===== src/window_limit_watchdog_defines.vh =====
// Purpose: Shared constants for the window limit watchdog sequencer.
// Assumes: 125 MHz system clock; figures below are the block's own.
// Notes: Definitions only; included by bare name.
`ifndef WINDOW_LIMIT_WATCHDOG_DEFINES_VH
`define WINDOW_LIMIT_WATCHDOG_DEFINES_VH

// Serial input word: 4-bit mode field then 12 configuration bits
`define IN_WORD_BITS 6'h10
`define MODE_MSB 15
`define MODE_LSB 12
`define CFG_MSB 11
`define MODE_WATCHDOG 4'h8

// Three-bit group per channel pair: differential, odd enable, even enable
`define GRP_DIFF 2
`define GRP_ODD 1
`define GRP_EVEN 0

// Group of each pair inside the configuration word
`define GRP0_LSB 9
`define GRP1_LSB 6
`define GRP2_LSB 3
`define GRP3_LSB 0

// Limits per variant and highest tag / status index
`define TOP_SMALL 4'h3
`define TOP_LARGE 4'hF
`define STATUS_TOP_SMALL 16'h0008
`define STATUS_TOP_LARGE 16'h8000

// Chip-select high time, in conversion timebase periods, before scanning
`define HOLD_SMALL 6'h08
`define HOLD_LARGE 6'h20

// Output word: 4 tag + 12 cfg + 1 power flag + 4 or 16 status = 33 max
`define OUT_BITS 33
`define OUT_PAD_SMALL 12'h000

// One limit comparison: 2 us is 250 cycles of the 8 ns system clock;
// the slot counter loads the index of its last cycle
`define CMP_LAST_CYCLE 8'hF9

`endif


===== src/pin_sync.v =====
// Purpose: Two-flop synchroniser with edge detection for one pin.
// Assumes: Pin is asynchronous to clk_sys.
// Notes: Edges are taken between the second and third flops only.
`timescale 1ns/1ps
module pin_sync #(
   parameter INIT = 1'b0
) (
   input wire clk_sys,
   input wire rst,
   input wire pin,
   output wire level,
   output wire rise,
   output wire fall
);
   reg meta; // First stage, read only by the second
   reg sync; // Safe copy of the pin
   reg last; // Previous safe value, for edges

   // Resynchronise and delay once for edge finding
   always @(posedge clk_sys or posedge rst) begin
      if (rst) begin
         meta <= INIT;
         sync <= INIT;
         last <= INIT;
      end else begin
         meta <= pin;
         sync <= meta;
         last <= sync;
      end
   end

   assign level = sync;
   assign rise = sync & ~last;
   assign fall = ~sync & last;
endmodule // pin_sync


===== src/window_limit_watchdog.v =====
// Purpose: Watchdog scan sequencer of a 2/8 channel monitoring device.
// Assumes: cs_n, sclk, serial_in, conversion_timebase and compare inputs
//   are asynchronous pins; the limit memory sits outside and is
//   addressed by cmp_tag.
// Notes: eight_chan selects the 8-channel variant when high.
//
// Functional notes
// - Config word enters MSB first, 3-bit pair groups
// - Differential pair uses lower channel's limits
// - Sample serial input on rising clocks after select
// - Shorter select high accepts a new word
// - No crossing: interrupt and flags high, output off
// - Crossing drives interrupt and direction flags low; the eight-channel variant keeps the flags high
// - Alert outputs held until select falls
// - Result bits shift out on serial clock rises
// - Lower then upper limit, channels ascending
// - Crossed unless input strictly beyond limit
// - Inverted window needs no special handling
// - Tag is twice channel plus upper bit
// - Each comparison lasts two microseconds
// - First crossing sets status top and tag
// - Status width 4 or 16, top marks first
// - One more pass records remaining crossings
// - Tag written only at first crossing
// - After follow-up pass stop and raise alert
// - Shift out tag, config, power flag, status
// - Output order tag, config, power, status MSB-first
// - Disabled channels never cause an interrupt; a differential pair scans its lower channel's limits regardless of enable bits
// - Status fills downward, wrapping from first failure
// - Last twelve input bits are channel config
`timescale 1ns/1ps
`include "window_limit_watchdog_defines.vh"
module window_limit_watchdog (
   input wire clk_sys,
   input wire rst,
   input wire cs_n,
   input wire sclk,
   input wire serial_in,
   input wire conversion_timebase,
   input wire input_above,
   input wire input_below,
   input wire power_lost,
   input wire eight_chan,
   output reg serial_out,
   output reg serial_out_oe,
   output reg int_n,
   output reg low_cross_flag_n,
   output reg high_cross_flag_n,
   output reg [3:0] cmp_tag,
   output reg cmp_diff,
   output reg cmp_busy
);
   // Scan states
   localparam ST_IDLE = 3'h0;  // Receiving words, not watching
   localparam ST_ARM = 3'h1;   // Select high, waiting out hold time
   localparam ST_SCAN = 3'h2;  // Looking for the first crossing
   localparam ST_PASS = 3'h3;  // Follow-up pass after first crossing
   localparam ST_ALERT = 3'h4; // Stopped, alert shown
   localparam ST_SHIFT = 3'h5; // Shifting the result word out

   localparam [7:0] CMP_LAST = `CMP_LAST_CYCLE;

   // Synchronised pins
   wire cs_lvl;
   wire cs_rise;
   wire cs_fall;
   wire sclk_rise;
   wire din;
   wire osc_rise;
   wire above;
   wire below;
   wire pwr_lost;
   wire eight;

   reg [2:0] state; // Sequencer state
   reg [15:0] in_word; // Serial input shift register
   reg [5:0] in_cnt; // Bits received since select fell
   reg [11:0] cfg; // Programmed channel configuration
   reg [5:0] osc_cnt; // Timebase periods seen with select high
   reg [3:0] tag; // Limit under test
   reg [3:0] first_tag; // Tag register, first failed limit
   reg [3:0] pass_cnt; // Limits checked since the first failure
   reg [15:0] status; // Status word, top bit is the first failure
   reg lo_seen; // A lower limit was crossed
   reg hi_seen; // An upper limit was crossed
   reg slot_run; // A comparison slot is running
   reg [7:0] slot_cnt; // Cycles left in the slot
   reg pflag; // Power-fail bit
   reg [`OUT_BITS-1:0] out_sr; // Output shift register

   // Whether a limit takes part in the scan, from its pair group
   function lim_active;
      input [11:0] c;
      input [3:0] t;
      reg [2:0] g;
      begin
         case (t[3:2])
            2'h0: g = c[`GRP0_LSB +: 3];
            2'h1: g = c[`GRP1_LSB +: 3];
            2'h2: g = c[`GRP2_LSB +: 3];
            default: g = c[`GRP3_LSB +: 3];
         endcase
         if (g[`GRP_DIFF])
            lim_active = ~t[1];
         else if (t[1])
            lim_active = g[`GRP_ODD];
         else
            lim_active = g[`GRP_EVEN];
      end
   endfunction

   // Next tag in scan order, wrapping at the variant's last limit
   function [3:0] next_tag;
      input [3:0] t;
      input big;
      begin
         if (big)
            next_tag = t + 4'h1;
         else
            next_tag = {2'b00, t[1:0] + 2'b01};
      end
   endfunction

   // Pair is configured differential
   function lim_diff;
      input [11:0] c;
      input [3:0] t;
      begin
         case (t[3:2])
            2'h0: lim_diff = c[`GRP0_LSB + `GRP_DIFF];
            2'h1: lim_diff = c[`GRP1_LSB + `GRP_DIFF];
            2'h2: lim_diff = c[`GRP2_LSB + `GRP_DIFF];
            default: lim_diff = c[`GRP3_LSB + `GRP_DIFF];
         endcase
      end
   endfunction

   pin_sync #(.INIT(1'b1)) u_cs (
      .clk_sys(clk_sys), .rst(rst), .pin(cs_n),
      .level(cs_lvl), .rise(cs_rise), .fall(cs_fall)
   );
   pin_sync #(.INIT(1'b0)) u_sclk (
      .clk_sys(clk_sys), .rst(rst), .pin(sclk),
      .level(), .rise(sclk_rise), .fall()
   );
   pin_sync #(.INIT(1'b0)) u_din (
      .clk_sys(clk_sys), .rst(rst), .pin(serial_in),
      .level(din), .rise(), .fall()
   );
   pin_sync #(.INIT(1'b0)) u_osc (
      .clk_sys(clk_sys), .rst(rst), .pin(conversion_timebase),
      .level(), .rise(osc_rise), .fall()
   );
   pin_sync #(.INIT(1'b0)) u_above (
      .clk_sys(clk_sys), .rst(rst), .pin(input_above),
      .level(above), .rise(), .fall()
   );
   pin_sync #(.INIT(1'b0)) u_below (
      .clk_sys(clk_sys), .rst(rst), .pin(input_below),
      .level(below), .rise(), .fall()
   );
   pin_sync #(.INIT(1'b0)) u_pwr (
      .clk_sys(clk_sys), .rst(rst), .pin(power_lost),
      .level(pwr_lost), .rise(), .fall()
   );
   pin_sync #(.INIT(1'b0)) u_var (
      .clk_sys(clk_sys), .rst(rst), .pin(eight_chan),
      .level(eight), .rise(), .fall()
   );

   // Slot bookkeeping shared by both scan states
   wire scanning = (state == ST_SCAN) || (state == ST_PASS);
   wire slot_end = slot_run && (slot_cnt == 8'h00);
   wire skip = scanning && !slot_run && !lim_active(cfg, tag);
   wire step = slot_end || skip;
   // Lower crossed unless input above it, upper unless below it
   wire hit = slot_end && (tag[0] ? !below : !above);
   wire lo_any = lo_seen | (hit & ~tag[0]);
   wire hi_any = hi_seen | (hit & tag[0]);
   wire [3:0] top = eight ? `TOP_LARGE : `TOP_SMALL;
   wire [5:0] hold = eight ? `HOLD_LARGE : `HOLD_SMALL;
   wire [3:0] stat_idx = top - pass_cnt;
   wire word_ok = (in_cnt == `IN_WORD_BITS) &&
      (in_word[`MODE_MSB:`MODE_LSB] == `MODE_WATCHDOG);

   // Serial input word capture, MSB first on rising serial clock
   always @(posedge clk_sys or posedge rst) begin
      if (rst) begin
         in_word <= 16'h0000;
         in_cnt <= 6'h00;
      end else if (cs_fall) begin
         in_cnt <= 6'h00; // New frame
      end else if (!cs_lvl && sclk_rise) begin
         in_word <= {in_word[14:0], din};
         if (in_cnt != 6'h3F)
            in_cnt <= in_cnt + 6'h01;
      end
   end

   // Power-fail bit: set by power-up or loss, cleared when a read frame ends
   always @(posedge clk_sys or posedge rst) begin
      if (rst)
         pflag <= 1'b1;
      else if (pwr_lost)
         pflag <= 1'b1; // Set wins over the read clear
      else if (state == ST_SHIFT && cs_rise)
         pflag <= 1'b0;
   end

   // Comparison slot timer; one slot per enabled limit
   always @(posedge clk_sys or posedge rst) begin
      if (rst) begin
         slot_run <= 1'b0;
         slot_cnt <= 8'h00;
         cmp_busy <= 1'b0;
         cmp_tag <= 4'h0;
         cmp_diff <= 1'b0;
      end else if (!scanning || cs_fall) begin
         slot_run <= 1'b0; // Scan stopped or aborted
         cmp_busy <= 1'b0;
      end else if (!slot_run) begin
         if (lim_active(cfg, tag)) begin
            slot_run <= 1'b1;
            slot_cnt <= CMP_LAST;
            cmp_busy <= 1'b1;
            cmp_tag <= tag; // Limit memory address
            cmp_diff <= lim_diff(cfg, tag);
         end
      end else if (slot_cnt != 8'h00) begin
         slot_cnt <= slot_cnt - 8'h01;
      end else begin
         slot_run <= 1'b0; // Result taken this cycle
         cmp_busy <= 1'b0;
      end
   end

   // Main sequencer: arm, scan, follow-up pass, alert and read-out
   always @(posedge clk_sys or posedge rst) begin
      if (rst) begin
         state <= ST_IDLE;
         cfg <= 12'h000;
         osc_cnt <= 6'h00;
         tag <= 4'h0;
         first_tag <= 4'h0;
         pass_cnt <= 4'h0;
         status <= 16'h0000;
         lo_seen <= 1'b0;
         hi_seen <= 1'b0;
         int_n <= 1'b1;
         low_cross_flag_n <= 1'b1;
         high_cross_flag_n <= 1'b1;
         serial_out <= 1'b0;
         serial_out_oe <= 1'b0;
         out_sr <= {`OUT_BITS{1'b0}};
      end else begin
         case (state)
            ST_IDLE: begin
               serial_out_oe <= 1'b0;
               if (cs_rise && word_ok) begin
                  cfg <= in_word[`CFG_MSB:0];
                  osc_cnt <= 6'h00;
                  state <= ST_ARM;
               end
            end
            ST_ARM: begin
               if (cs_fall) begin
                  state <= ST_IDLE;
               end else if (osc_cnt == hold) begin
                  tag <= 4'h0;
                  status <= 16'h0000;
                  lo_seen <= 1'b0;
                  hi_seen <= 1'b0;
                  state <= ST_SCAN;
               end else if (osc_rise) begin
                  osc_cnt <= osc_cnt + 6'h01;
               end
            end
            ST_SCAN: begin
               if (cs_fall) begin
                  state <= ST_IDLE; // New word replaces watching
               end else if (step) begin
                  tag <= next_tag(tag, eight);
                  if (hit) begin
                     first_tag <= tag;
                     // Top bit marks the first failure
                     status <= eight ? `STATUS_TOP_LARGE :
                        `STATUS_TOP_SMALL;
                     lo_seen <= lo_any;
                     hi_seen <= hi_any;
                     pass_cnt <= 4'h1;
                     state <= ST_PASS;
                  end
               end
            end
            ST_PASS: begin
               if (cs_fall) begin
                  state <= ST_IDLE;
               end else if (step) begin
                  tag <= next_tag(tag, eight);
                  if (hit)
                     status[stat_idx] <= 1'b1;
                  lo_seen <= lo_any;
                  hi_seen <= hi_any;
                  if (pass_cnt == top) begin
                     int_n <= 1'b0;
                     // Direction flags exist on the small variant only
                     low_cross_flag_n <= eight | ~lo_any;
                     high_cross_flag_n <= eight | ~hi_any;
                     state <= ST_ALERT;
                  end else begin
                     pass_cnt <= pass_cnt + 4'h1;
                  end
               end
            end
            ST_ALERT: begin
               if (cs_fall) begin
                  int_n <= 1'b1;
                  low_cross_flag_n <= 1'b1;
                  high_cross_flag_n <= 1'b1;
                  // Tag, config, power flag, status, MSB first
                  if (eight)
                     out_sr <= {first_tag, cfg, pflag, status};
                  else
                     out_sr <= {first_tag, cfg, pflag, status[3:0],
                        `OUT_PAD_SMALL};
                  state <= ST_SHIFT;
               end
            end
            ST_SHIFT: begin
               if (cs_rise) begin
                  serial_out_oe <= 1'b0; // Frame over, release pin
                  serial_out <= 1'b0;
                  state <= ST_IDLE;
               end else if (sclk_rise) begin
                  serial_out <= out_sr[`OUT_BITS-1];
                  serial_out_oe <= 1'b1;
                  out_sr <= {out_sr[`OUT_BITS-2:0], 1'b0};
               end
            end
            default: begin
               state <= ST_IDLE;
            end
         endcase
      end
   end
endmodule // window_limit_watchdog


===== config.mk =====
export PLATFORM = sky130hd
export DESIGN_NAME = window_limit_watchdog
export DESIGN_NICKNAME = d
export VERILOG_FILES = /design/src/pin_sync.v /design/src/window_limit_watchdog.v
export VERILOG_INCLUDE_DIRS = /design/src
export SDC_FILE = /design/constraint.sdc
export NUM_CORES = 1
export LEC_CHECK = 0
export ABC_AREA = 1
export ABC_CLOCK_PERIOD_IN_PS = 5000
export BUFFER_PORTS_ARGS = -buffer_cell sky130_fd_sc_hd__clkbuf_2
export CORE_MARGIN = 2
export CORE_UTILIZATION = 30
export DETAILED_ROUTE_END_ITERATION = 8
export MAX_ROUTING_LAYER = met4
export SETUP_SLACK_MARGIN = 0.15
export SYNTH_ARGS = -nofsm -noshare
export SYNTH_HDL_FRONTEND = slang
export SYNTH_HIERARCHICAL = 1
export SYNTH_SLANG_ARGS = --single-unit

===== constraint.sdc =====
create_clock -name clk_sys -period 5 [get_ports clk_sys]
set_input_delay 1 -clock clk_sys [delete_from_list [all_inputs] [get_ports clk_sys]]
set_output_delay 1 -clock clk_sys [all_outputs]
set_load 0.03 [all_outputs]

== Word-level counts from Yosys, hierarchy flattened ==
Index checks and enable logic that the tools add are counted.
Widths: inputs -> output; s select.
Storage, ports and cells
  output and inout port bits: 11
  register bits after elaboration: 146
  logic and storage cells: 273
  input bits: 10
Cells by class
  add/sub/neg operators: 7
  equality and inequality tests: 39
  order comparisons: 2
  reductions and logical operators: 53
  bitwise gates (word level): 22
  muxes and demuxes: 108
Operator list (number)
  $mux 16: 10
  $mux 33: 3
  $pmux 33 s2: 1
  $mux 4: 12
  $mux 6: 8
  $pmux 16 s3: 1
  $mux 1: 44
  $mux 3: 13
  $ne 2x2->1 const B: 17
  $mux 8: 3
  $reduce_bool 2->1: 11
  $ne 3x3->1 const B: 6
  $pmux 3 s6: 1
  $or 16x16->16: 1
  $pmux 4 s2: 2
  $reduce_and 8->1: 2
  $reduce_and 5->1: 3
  $add 6x1->6 const B: 2
  $pmux 6 s2: 1
  $reduce_and 2->1: 6
  $not 1->1: 11
  $logic_and 1x1->1: 9
  $pmux 1 s3: 3
  $pmux 3 s3: 1
  34 further kinds: 60

== Logic depth before layout (Yosys ltp) ==
Gate-level depths: netlist of run 1.
  word-level depth: 12
  gate-level depth with buffers: 13
  depth with buffers taken out: 12

== Hierarchy ==
The synthesis of run 1 kept the hierarchy.
By module, submodules not included
  window_limit_watchdog: cells an instance 829, area each 6543.8 um2, seq. area each 3183.1 um2, times used 1
  pin_sync at u_above ...: cells an instance 8, area each 93.8 um2, seq. area each 75.1 um2, times used 7
  pin_sync at u_cs: cells an instance 8, area each 97.6 um2, seq. area each 78.8 um2, times used 1

== Least setup slack after synthesis of run 1 ==
Ideal clock, no wire load.
  path kind: register -> register
  from: reg slot_cnt[0]
  to: reg status[0]
  path slack: 3.181 ns
  library setup time: 0.117 ns
  arrival time: 1.702 ns
  buffers on the path: 1
  data required time: 4.883 ns
  cell stages (with the launch flop): 13
  clock period less this slack: 1.819 ns
  cell sequence: dfrtp_1 inv_1 ha_1 nand2_2 nor3_2 nand2_1 nand2_1 nand2_2 nor2_8 nand3_4 buf_6 nand2_1 nand2_1
On the way
  cells in the longest elaborated chain, start to end: 5
  elaborated cells between the ends (all ways): 9
  classes of those cells: eq/ne: 4; reduce/logical: 5
Ends and longest elaborated chain
  start: declaration: line window_limit_watchdog.v:87  | reg [7:0] slot_cnt;
  start signal: assignment: line window_limit_watchdog.v:230  | slot_cnt <= slot_cnt - 8'h01;
  $logic_not 8->1 *: line window_limit_watchdog.v:173  | wire slot_end = slot_run && (slot_cnt == 8'h00);
  $logic_and 1x1->1 *: line window_limit_watchdog.v:173
  $logic_and 1x1->1 / $logic_or 1x1->1 (equally long branches): line window_limit_watchdog.v:177, window_limit_watchdog.v:175
  $ne 2x2->1 (no line)
  $reduce_and 9->1 (no line) *
  end signal: assignment: line window_limit_watchdog.v:286  | status <= eight ? `STATUS_TOP_LARGE :
  end: declaration: line window_limit_watchdog.v:83  | reg [15:0] status;
Every way passes the cells marked *; elsewhere a longest branch is shown, timed or not.
A chain may end at the register's enable or synchronous reset.

== Worst setup path after layout of run 1 ==
  from: reg u_cs.last
  to: reg out_sr[29]
On the way
  elaborated cells between the ends (all ways): 6
  classes of those cells: eq/ne: 2; bitwise: 3; reduce/logical: 1
RTL lines
  start: declaration: line pin_sync.v:17  | reg last;
  start signal: assignment: line pin_sync.v:28  | last <= sync;
  $and 1x1->1: line pin_sync.v:34  | assign fall = ~sync & last;
  net cs_fall: line window_limit_watchdog.v:66  | wire cs_fall;
  $ne 2x2->1 (no line)
  $reduce_and 4->1 (no line)
  end signal: assignment: line window_limit_watchdog.v:254  | out_sr <= {`OUT_BITS{1'b0}};
  end signal: assignment: line window_limit_watchdog.v:322  | out_sr <= {first_tag, cfg, pflag, status};
  end signal: assignment: line window_limit_watchdog.v:324  | out_sr <= {first_tag, cfg, pflag, status[3:0],
  end: declaration: line window_limit_watchdog.v:89  | reg [`OUT_BITS-1:0] out_sr;
The timed path passes the listed nets, and every way through them passes these cells.

==> flow_summary.json, run 1 <==
{
  "timing.fmax_mhz": 334,
  "ant_nets": 0,
  "finalHoldViolCount": 0,
  "cts_setup_buffers": 0,
  "power.density_nw_per_um2": 324,
  "drt-pass1-iter-count": 5,
  "p_int_w": 0.00202,
  "grt_start_max_net_pins": 107,
  "die_y_um": 158,
  "p_leak_nw": 3.67,
  "place_area_um2": 7450,
  "dp_cells": 1172,
  "io_buffers": 20,
  "switching_share": 0.224,
  "drc": 0,
  "drtIter0Drc": 458,
  "multi_input_area_um2": 2790,
  "outcome": "completed",
  "grt_pass1_wl_um": 25600,
  "area_growth_pct": 13.7,
  "num_vias": 5521,
  "cts_buffer_depth": 2,
  "postCtsResizedCells": 0,
  "setup_violations": 0,
  "tritoncts": "done",
  "start_util": 0.304,
  "antenna_found_initial": 0,
  "drt-total-wl_um": 14900,
  "stdcell_count": 1204,
  "max-cap-violations": 0,
  "fin_nets": 893,
  "clock-sinks": 146,
  "r2r-start": "u_cs/last",
  "rr_endpoint": "out_sr[29]",
  "p_seq_frac": 0.467,
  "grt_pass1_vias": 5106,
  "path_max_fanout": 66,
  "power_frac_clock": 0.505,
  "core-area_um2": 23300,
  "ys_warn_count": 6,
  "hpwl_um": 10200,
  "overflow": 0,
  "final_max_slew_viol_count": 0,
  "finClkSkew_ps": 8.19,
  "r2r_slack_ps": 2010,
  "hold_path.class": "flop to flop",
  "wl_per_cell_um": 12.4,
  "fin_crit_sh": 0.599,
  "drive_above_1_share": 0.0960,
  "endpoint": "out_sr[29]",
  "cts_max_level": 4,
  "switching_power_w": 0.000586,
  "die_area_um2": 24900,
  "syn_area_um2": 7080,
  "cp.arrival_ps": 3340,
  "cts_made_buffers": 17,
  "row_count": 56,
  "cp-end-kind": "flop",
  "postLayoutCellArea_um2": 8050,
  "ff2ff_path_depth": 8,
  "combPwrFrac": 0.028,
  "ff_latch_area_um2": 3660,
  "rsz0062_at_grt": "no",
  "path_clk_slew_ps": 60,
  "finalCriticalPeriod_ps": 2990,
  "crit_type": "flop to flop",
  "whs_ps": 348,
  "cp.required_ps": 5350,
  "die_width_um": 158,
  "syn_area_per_cell_um2": 8.20,
  "gp_congestion": 0.843,
  "relSlewSlack": 0.356,
  "io_pins": 21,
  "antenna_cells": 0,
  "clk_latency_ps": 430,
  "vias_per_cell": 4.59,
  "syn-num-nets": 885,
  "finalSetupTns_ps": 0,
  "track_usage": 0.133,
  "cts_hold_buf": 0,
  "vdd_drop_max_uv": 244,
  "fillers": 2446,
  "startpoint": "u_cs/last",
  "syn_inst": 864,
  "finish.utilization": 0.345,
  "clock-root-buffer": "clkbuf_16",
  "worst_slew_pin_slew_ps": 965,
  "cp-start-kind": "flop"
}
-- sequential cells by signal, summed over array words and instances (netlist names), 3 cells and up --
signal,cells
out_sr,33
osc_cnt,6
in_cnt,6
state,3
cmp_tag,4
first_tag,4
slot_cnt,8
pass_cnt,4
tag,4
in_word,16
status,16
cfg,12
-- layout make-up --
cell class | count | share of cell area
sequential | 146 | 0.455
inverter | 123 | 0.0577
multi-input combinational | 561 | 0.346
clock buffer | 20 | 0.0555
clock inverter | 12 | 0.0194
tap | 319 | 0.0496
timing repair buffer | 23 | 0.0168
-- worst min-delay path by stage --
stage / end / start / cells after the start
after floorplan: u_above/level / u_above/meta / 0
after global placement: u_osc/level / u_osc/meta / 0
after detailed placement: u_osc/level / u_osc/meta / 0
after CTS: u_osc/level / u_osc/meta / 0
after global routing: u_var/level / u_var/meta / 0
final: u_pwr/level / u_pwr/meta / 0
-- worst max-delay path, cell delays in order, from the launching register on --
cell and delay, ps:
dfstp_2 520, inv_1 30, nor2_1 620, clkinv_1 460, nand2_1 240, nor3b_4 200
buf_4 530, o211ai_1 170, o21ai_0 110
-- power by group through the flow --
| stage | registers (W) | clock network [W] | logic (W) |
|---|---|---|---|
| floorplan | 0.00124 | 0 | 0.0000539 |
| CTS | 0.00122 | 0.00134 | 0.0000759 |
| global placement | 0.00124 | 0 | 0.0000744 |
| detailed placement | 0.00124 | 0 | 0.0000755 |
| finish | 0.00122 | 0.00132 | 0.0000729 |
| global route | 0.00122 | 0.00139 | 0.0000877 |
-- placed cells by master (no fill, tap or decap), types with 2 or more instances in the layout --
master / n
a21oi_1: 22
a31oi_1: 2
buf_4: 2
bufinv_16: 3
clkbuf_1: 2
clkbuf_16: 17
clkbuf_2: 20
clkinv_1: 2
clkinv_2: 2
clkinvlp_4: 4
dfrtp_1: 139
dfstp_2: 7
ha_1: 11
inv_1: 114
inv_2: 6
inv_6: 2
nand2_1: 231
nand2_2: 4
nand3_1: 42
nand3_2: 3
nand3b_1: 4
nand4_1: 29
nor2_1: 50
nor2_2: 2
nor3_1: 7
nor3_2: 2
o211ai_1: 18
o21ai_0: 72
o21ai_1: 27
o22ai_1: 12
or2_2: 2
xnor2_1: 2
xor2_1: 7
-- metrics by stage --
stage / total power (W) / setup slack (ps)
global placement: 0.00131 / 2180
floorplan: 0.00129 / 622
finish: 0.00261 / 2010
CTS: 0.00264 / 2010
detailed placement: 0.00132 / 2020
global route: 0.00270 / 1730
-- per-layer routing --
| layer | share of wire | track usage |
|---|---|---|
| met3 | 0.030 | 0.0238 |
| met1 | 0.51 | 0.185 |
| met5 | 0 | - |
| met4 | 0.018 | 0.0485 |
| met2 | 0.44 | 0.194 |
Note: power is estimated with default switching activity, not from simulation.
==> run 2: changes to the inputs <==
--- a/config.mk
+++ b/config.mk
@@ -7,7 +7,7 @@
 export NUM_CORES = 1
 export LEC_CHECK = 0
 export ABC_AREA = 1
-export ABC_CLOCK_PERIOD_IN_PS = 5000
+export ABC_CLOCK_PERIOD_IN_PS = 2900
 export BUFFER_PORTS_ARGS = -buffer_cell sky130_fd_sc_hd__clkbuf_2
 export CORE_MARGIN = 2
 export CORE_UTILIZATION = 30
==> constraint.sdc (replaced) <==
create_clock -name clk_sys -period 2.9 [get_ports clk_sys]
set_input_delay 0.58 -clock clk_sys [delete_from_list [all_inputs] [get_ports clk_sys]]
set_output_delay 0.58 -clock clk_sys [all_outputs]
set_load 0.03 [all_outputs]
==> run 2 against run 1 <==
- core utilization rose by 0.34 points
- clock-buffer cell count down 2
- critical endpoint is now pass_cnt[2]
- sequential share of layout area decreased by 0.45 points
- hold slack got worse by 220 ps
- clock skew down 0.91 ps
- register-to-register slack got worse by 1600 ps
==> flow_summary.json, run 2 (synthesis results as in run 1) <==
{
  "cp-end-kind": "flop",
  "regMostFlops": "out_sr",
  "slowest_delay_ps": 720,
  "num_vias": 5579,
  "tritoncts": "done",
  "grt_start_max_net_pins": 75,
  "grt_pass1_vias": 5323,
  "cts_made_buffers": 17,
  "finalHoldViolCount": 0,
  "cpMostUsedCell": "nand2_1",
  "final_cell_mix": "nand2_1, dfrtp_1, inv_1",
  "max-cap-violations": 0,
  "ff2ff_path_depth": 8,
  "cts_max_level": 4,
  "layout_commonest_cell": "nand2_1",
  "timing.fmax_mhz": 403,
  "postLayoutCellArea_um2": 8130,
  "largestRegisters": "out_sr x33, in_word x16, status x16",
  "io_buffers": 20,
  "row_count": 56,
  "cp.arrival_ps": 2790,
  "cts_buffer_depth": 2,
  "hpwl_um": 10500,
  "antenna_found_initial": 0,
  "wl_per_cell_um": 12.6,
  "path_max_fanout": 16,
  "finClkSkew_ps": 7.29,
  "gp_congestion": 0.875,
  "cts_setup_buffers": 0,
  "overflow": 0,
  "drt-total-wl_um": 15300,
  "clk_latency_ps": 420,
  "ant_nets": 0,
  "pre_cts_ws_ps": 478,
  "drt-pass1-iter-count": 7,
  "fin_nets": 901,
  "die_y_um": 158,
  "drive_above_1_share": 0.105,
  "dp_cells": 1180,
  "antenna_cells": 0,
  "p_leak_nw": 3.72,
  "relSlewSlack": 0.570,
  "cp_cell_sequence": "inv_1 > ha_1 > nand4_1 > inv_1 > nor3_2 > nand2_1 > nand2_1 > nand2_1",
  "fin_crit_sh": 0.855,
  "hold_path.class": "primary input to async pin",
  "clock-sinks": 146,
  "path_clk_slew_ps": 60,
  "start_util": 0.304,
  "vdd_drop_max_uv": 405,
  "clock-root-buffer": "clkbuf_16",
  "core-area_um2": 23300,
  "die_width_um": 158,
  "die_area_um2": 24900,
  "rsz0062_at_grt": "no",
  "final_max_slew_viol_count": 0,
  "setup_violations": 0,
  "drtIter0Drc": 394,
  "drc": 0,
  "track_usage": 0.137,
  "largest_reg_flops": 33,
  "postCtsResizedCells": 0,
  "place_area_um2": 7520,
  "r2r-start": "u_var/level",
  "vias_per_cell": 4.60,
  "power.density_nw_per_um2": 553,
  "area_growth_pct": 14.8,
  "io_pins": 21,
  "outcome": "completed",
  "grt_pass1_wl_um": 26200,
  "finalCriticalPeriod_ps": 2480,
  "cp.required_ps": 3210,
  "r2r_slack_ps": 420,
  "worst_slew_pin_slew_ps": 644,
  "finalSetupTns_ps": 0,
  "rr_endpoint": "pass_cnt[2]",
  "cp_slowest_cell": "dfrtp_1",
  "cp-start-kind": "flop",
  "cts_hold_buf": 0,
  "fin_ws_ps": 422,
  "stdcell_count": 1212,
  "crit_type": "flop to flop",
  "fillers": 2399
}
==> run 2: worst max-delay path by stage <==
stage	startpoint	end	slack [ps]	depth (start not counted)
5_1_grt	u_var/level	pass_cnt[2]	270	8
3_5_place_dp	u_var/level	pass_cnt[2]	480	8
2_1_floorplan	rst	cfg[0]	760	1
3_3_place_gp	u_var/level	pass_cnt[2]	520	8
4_1_cts	u_var/level	pass_cnt[2]	450	8
6_report	u_var/level	pass_cnt[2]	420	8
==> run 2: stage by stage <==
stage / total power, W / hold WS (ps) / utilization
floorplan: 0.00222 / 321 / -
global placement: 0.00227 / 332 / 0.322
detailed placement: 0.00227 / 335 / 0.322
CTS: 0.00455 / 130 / 0.348
global route: 0.00468 / 128 / 0.348
finish: 0.00449 / 131 / 0.348
==> run 2: worst max-delay path: cells and delay by family (launching register included) <==
kind	cells	cell delay, ps
AND/OR/NAND/NOR	5	860
flip-flops	1	720
buffers and inverters	2	360
adder cells (fa/ha/maj)	1	430
==> run 2: routing by layer <==
metal  GRT usage  vias up  wire length (um)
li1            -     2833                 -
met1       0.182     2639              7600
met2       0.205       90              6990
met3      0.0304       17               436
met4      0.0494        0               261
met5           -        -                 0
==> run 2: final cells by class <==
class                   instances  area, um^2  share of cell area
inverters                     123         465              0.0572
multi-input cells             561        2790               0.343
clock inverters                14         180              0.0222
repair buffers                 31         208              0.0255
well taps                     319         399              0.0491
flip-flops and latches        146        3660               0.450
clock buffers                  18         429              0.0528
==> run 2: where the power goes <==
part	switching (W)	leakage (nW)	internal, W
Clock	0.000899	0.291	0.00137
Sequential	0.0000221	1.97	0.00208
Combinational	0.0000957	1.45	0.0000337
Total	0.00102	3.72	0.00348
==> run 3: changes to the inputs <==
--- a/config.mk
+++ b/config.mk
@@ -9,10 +9,13 @@
 export ABC_AREA = 1
 export ABC_CLOCK_PERIOD_IN_PS = 2900
 export BUFFER_PORTS_ARGS = -buffer_cell sky130_fd_sc_hd__clkbuf_2
+export CELL_PAD_IN_SITES_DETAIL_PLACEMENT = 1
+export CELL_PAD_IN_SITES_GLOBAL_PLACEMENT = 1
 export CORE_MARGIN = 2
 export CORE_UTILIZATION = 30
 export DETAILED_ROUTE_END_ITERATION = 8
 export MAX_ROUTING_LAYER = met4
+export PLACE_DENSITY_LB_ADDON = 0.1
 export SETUP_SLACK_MARGIN = 0.15
 export SYNTH_ARGS = -nofsm -noshare
 export SYNTH_HDL_FRONTEND = slang
==> run 3 against run 2 <==
- clock-buffer cell count unchanged
- via count up 3.1%
- clock power down 6%
- die area unchanged
- first-iteration DRC count down 27%
- clock skew up 3.7 ps
- routed wire length up 24%
- design area about the same
- core utilization about the same
- sequential share of layout area about the same
- critical path type unchanged
==> flow_summary.json, run 3 (synthesis results as in run 1) <==
{
  "switching_power_w": 0.00111,
  "outcome": "completed",
  "wl_per_cell_um": 15.6,
  "postCtsResizedCells": 0,
  "cts_max_level": 4,
  "cp-start-kind": "flop",
  "power.density_nw_per_um2": 538,
  "slowest_delay_ps": 740,
  "grt_pass1_wl_um": 32000,
  "io_pins": 21,
  "die_y_um": 158,
  "vias_per_cell": 4.73,
  "timing.fmax_mhz": 408,
  "largestRegisters": "out_sr x33, in_word x16, status x16",
  "cp-end-kind": "flop",
  "die_width_um": 158,
  "finalSetupTns_ps": 0,
  "hpwl_um": 13500,
  "core-area_um2": 23300,
  "area_growth_pct": 14.7,
  "ff_latch_area_um2": 3660,
  "cp_num_buf_inv": 2,
  "vdd_drop_max_uv": 343,
  "p_int_w": 0.00326,
  "p_leak_nw": 3.72,
  "fillers": 2753,
  "hold_path.class": "primary input to async pin",
  "whs_ps": 108,
  "finalHoldViolCount": 0,
  "finalCriticalPeriod_ps": 2450,
  "multi_input_area_um2": 2790,
  "cp_cell_sequence": "inv_1 > ha_1 > nand4_1 > inv_1 > nor3_2 > nand2_1 > nand2_1 > nand2_1",
  "cp_slowest_cell": "dfrtp_1",
  "drtIter0Drc": 287,
  "path_clk_slew_ps": 70,
  "power_frac_clock": 0.485,
  "clock-root-buffer": "clkbuf_16",
  "combPwrFrac": 0.034,
  "cts_setup_buffers": 0,
  "relSlewSlack": 0.535,
  "final_max_slew_viol_count": 0,
  "fin_crit_sh": 0.845,
  "gp_congestion": 0.822,
  "setup_violations": 0,
  "finish.utilization": 0.348,
  "drc": 0,
  "cp.required_ps": 3220,
  "finClkSkew_ps": 11.0,
  "layout_commonest_cell": "nand2_1",
  "die_area_um2": 24900,
  "io_buffers": 20,
  "worst_slew_pin_slew_ps": 696,
  "largest_reg_flops": 33,
  "overflow": 0,
  "row_count": 56,
  "track_usage": 0.169,
  "drt-pass1-iter-count": 4,
  "cts_buffer_depth": 2,
  "antenna_cells": 0,
  "switching_share": 0.254,
  "cp.arrival_ps": 2770,
  "start_util": 0.304,
  "p_seq_frac": 0.481,
  "fin_nets": 904,
  "drive_above_1_share": 0.109,
  "clock-sinks": 146,
  "grt_start_max_net_pins": 67,
  "cp_top_family": "simple AND/OR/NAND/NOR gates",
  "antenna_found_initial": 0,
  "drt-total-wl_um": 18900,
  "ant_nets": 0,
  "max-cap-violations": 0,
  "grt_pass1_vias": 6218,
  "total_power_w": 0.00437,
  "tritoncts": "done",
  "cpMostUsedCell": "nand2_1",
  "regMostFlops": "out_sr",
  "crit_type": "flop to flop",
  "cts_made_buffers": 17,
  "final_cell_mix": "nand2_1, dfrtp_1, inv_1",
  "clk_latency_ps": 430,
  "path_max_fanout": 16,
  "rsz0062_at_grt": "no",
  "cts_hold_buf": 0,
  "num_vias": 5752
}
-- run 3: changes by cell type in the layout (fill, tap and decap cells not counted), sizes merged --
cell	before	now
inv	123	127
bufinv	3	0
buf	11	14
clkinvlp	3	4
clkinv	8	6
-- run 3: worst register-to-register path: stages (launching register included) --
cell and delay [ps]:
dfrtp_1 740, inv_1 300, ha_1 430, nand4_1 120, inv_1 70, nor3_2 350, nand2_1 180, nand2_1 90
nand2_1 50
-- run 3: area by class of cell --
| cell class | count | share of cell area |
|---|---|---|
| Sequential cell | 146 | 0.451 |
| Multi-Input combinational cell | 561 | 0.343 |
| Inverter | 123 | 0.0573 |
| Clock buffer | 18 | 0.0540 |
| Tap cell | 319 | 0.0491 |
| Timing Repair Buffer | 34 | 0.0314 |
| Clock inverter | 14 | 0.0145 |
-- run 3: path summary, 6_finish.rpt --
| path | startpoint | to | slack (ps) | depth (start not counted) |
|---|---|---|---|---|
| max in group asynchronous | rst | out_sr[32] | 1720 | 3 |
| min in group clk_sys | cs_n | u_cs/meta | 220 | 1 |
| max | u_var/level | pass_cnt[0] | 450 | 8 |
| min | rst | u_above/level | 110 | 2 |
| max reg2reg | u_var/level | pass_cnt[0] | 450 | 8 |
| min reg2reg | u_above/meta | u_above/level | 340 | 0 |
-- run 3: through the flow --
step                setup slack, ps  area, um^2  std cells
floorplan                       756        7090        864
global placement                447        7570       1183
detailed placement              431        7570       1183
CTS                             432        8130       1215
global route                    166        8130       1215
finish                          448        8130       1215
-- run 3: power by group through the flow --
stage | clock network [W] | logic [W] | registers, W
6_report | 0.00212 | 0.000147 | 0.00210
5_1_grt | 0.00227 | 0.000173 | 0.00211
4_1_cts | 0.00219 | 0.000154 | 0.00210
3_5_place_dp | 0 | 0.000153 | 0.00214
3_3_place_gp | 0 | 0.000147 | 0.00214
2_1_floorplan | 0 | 0.0000933 | 0.00213
-- run 3: layer usage --
metal / vias up / global-route usage / wire (um)
met3: 19 / 0.0318 / 438
li1: 2831 / - / -
met4: 0 / 0.0476 / 245
met1: 2848 / 0.226 / 9360
met2: 54 / 0.263 / 8880
met5: - / - / 0
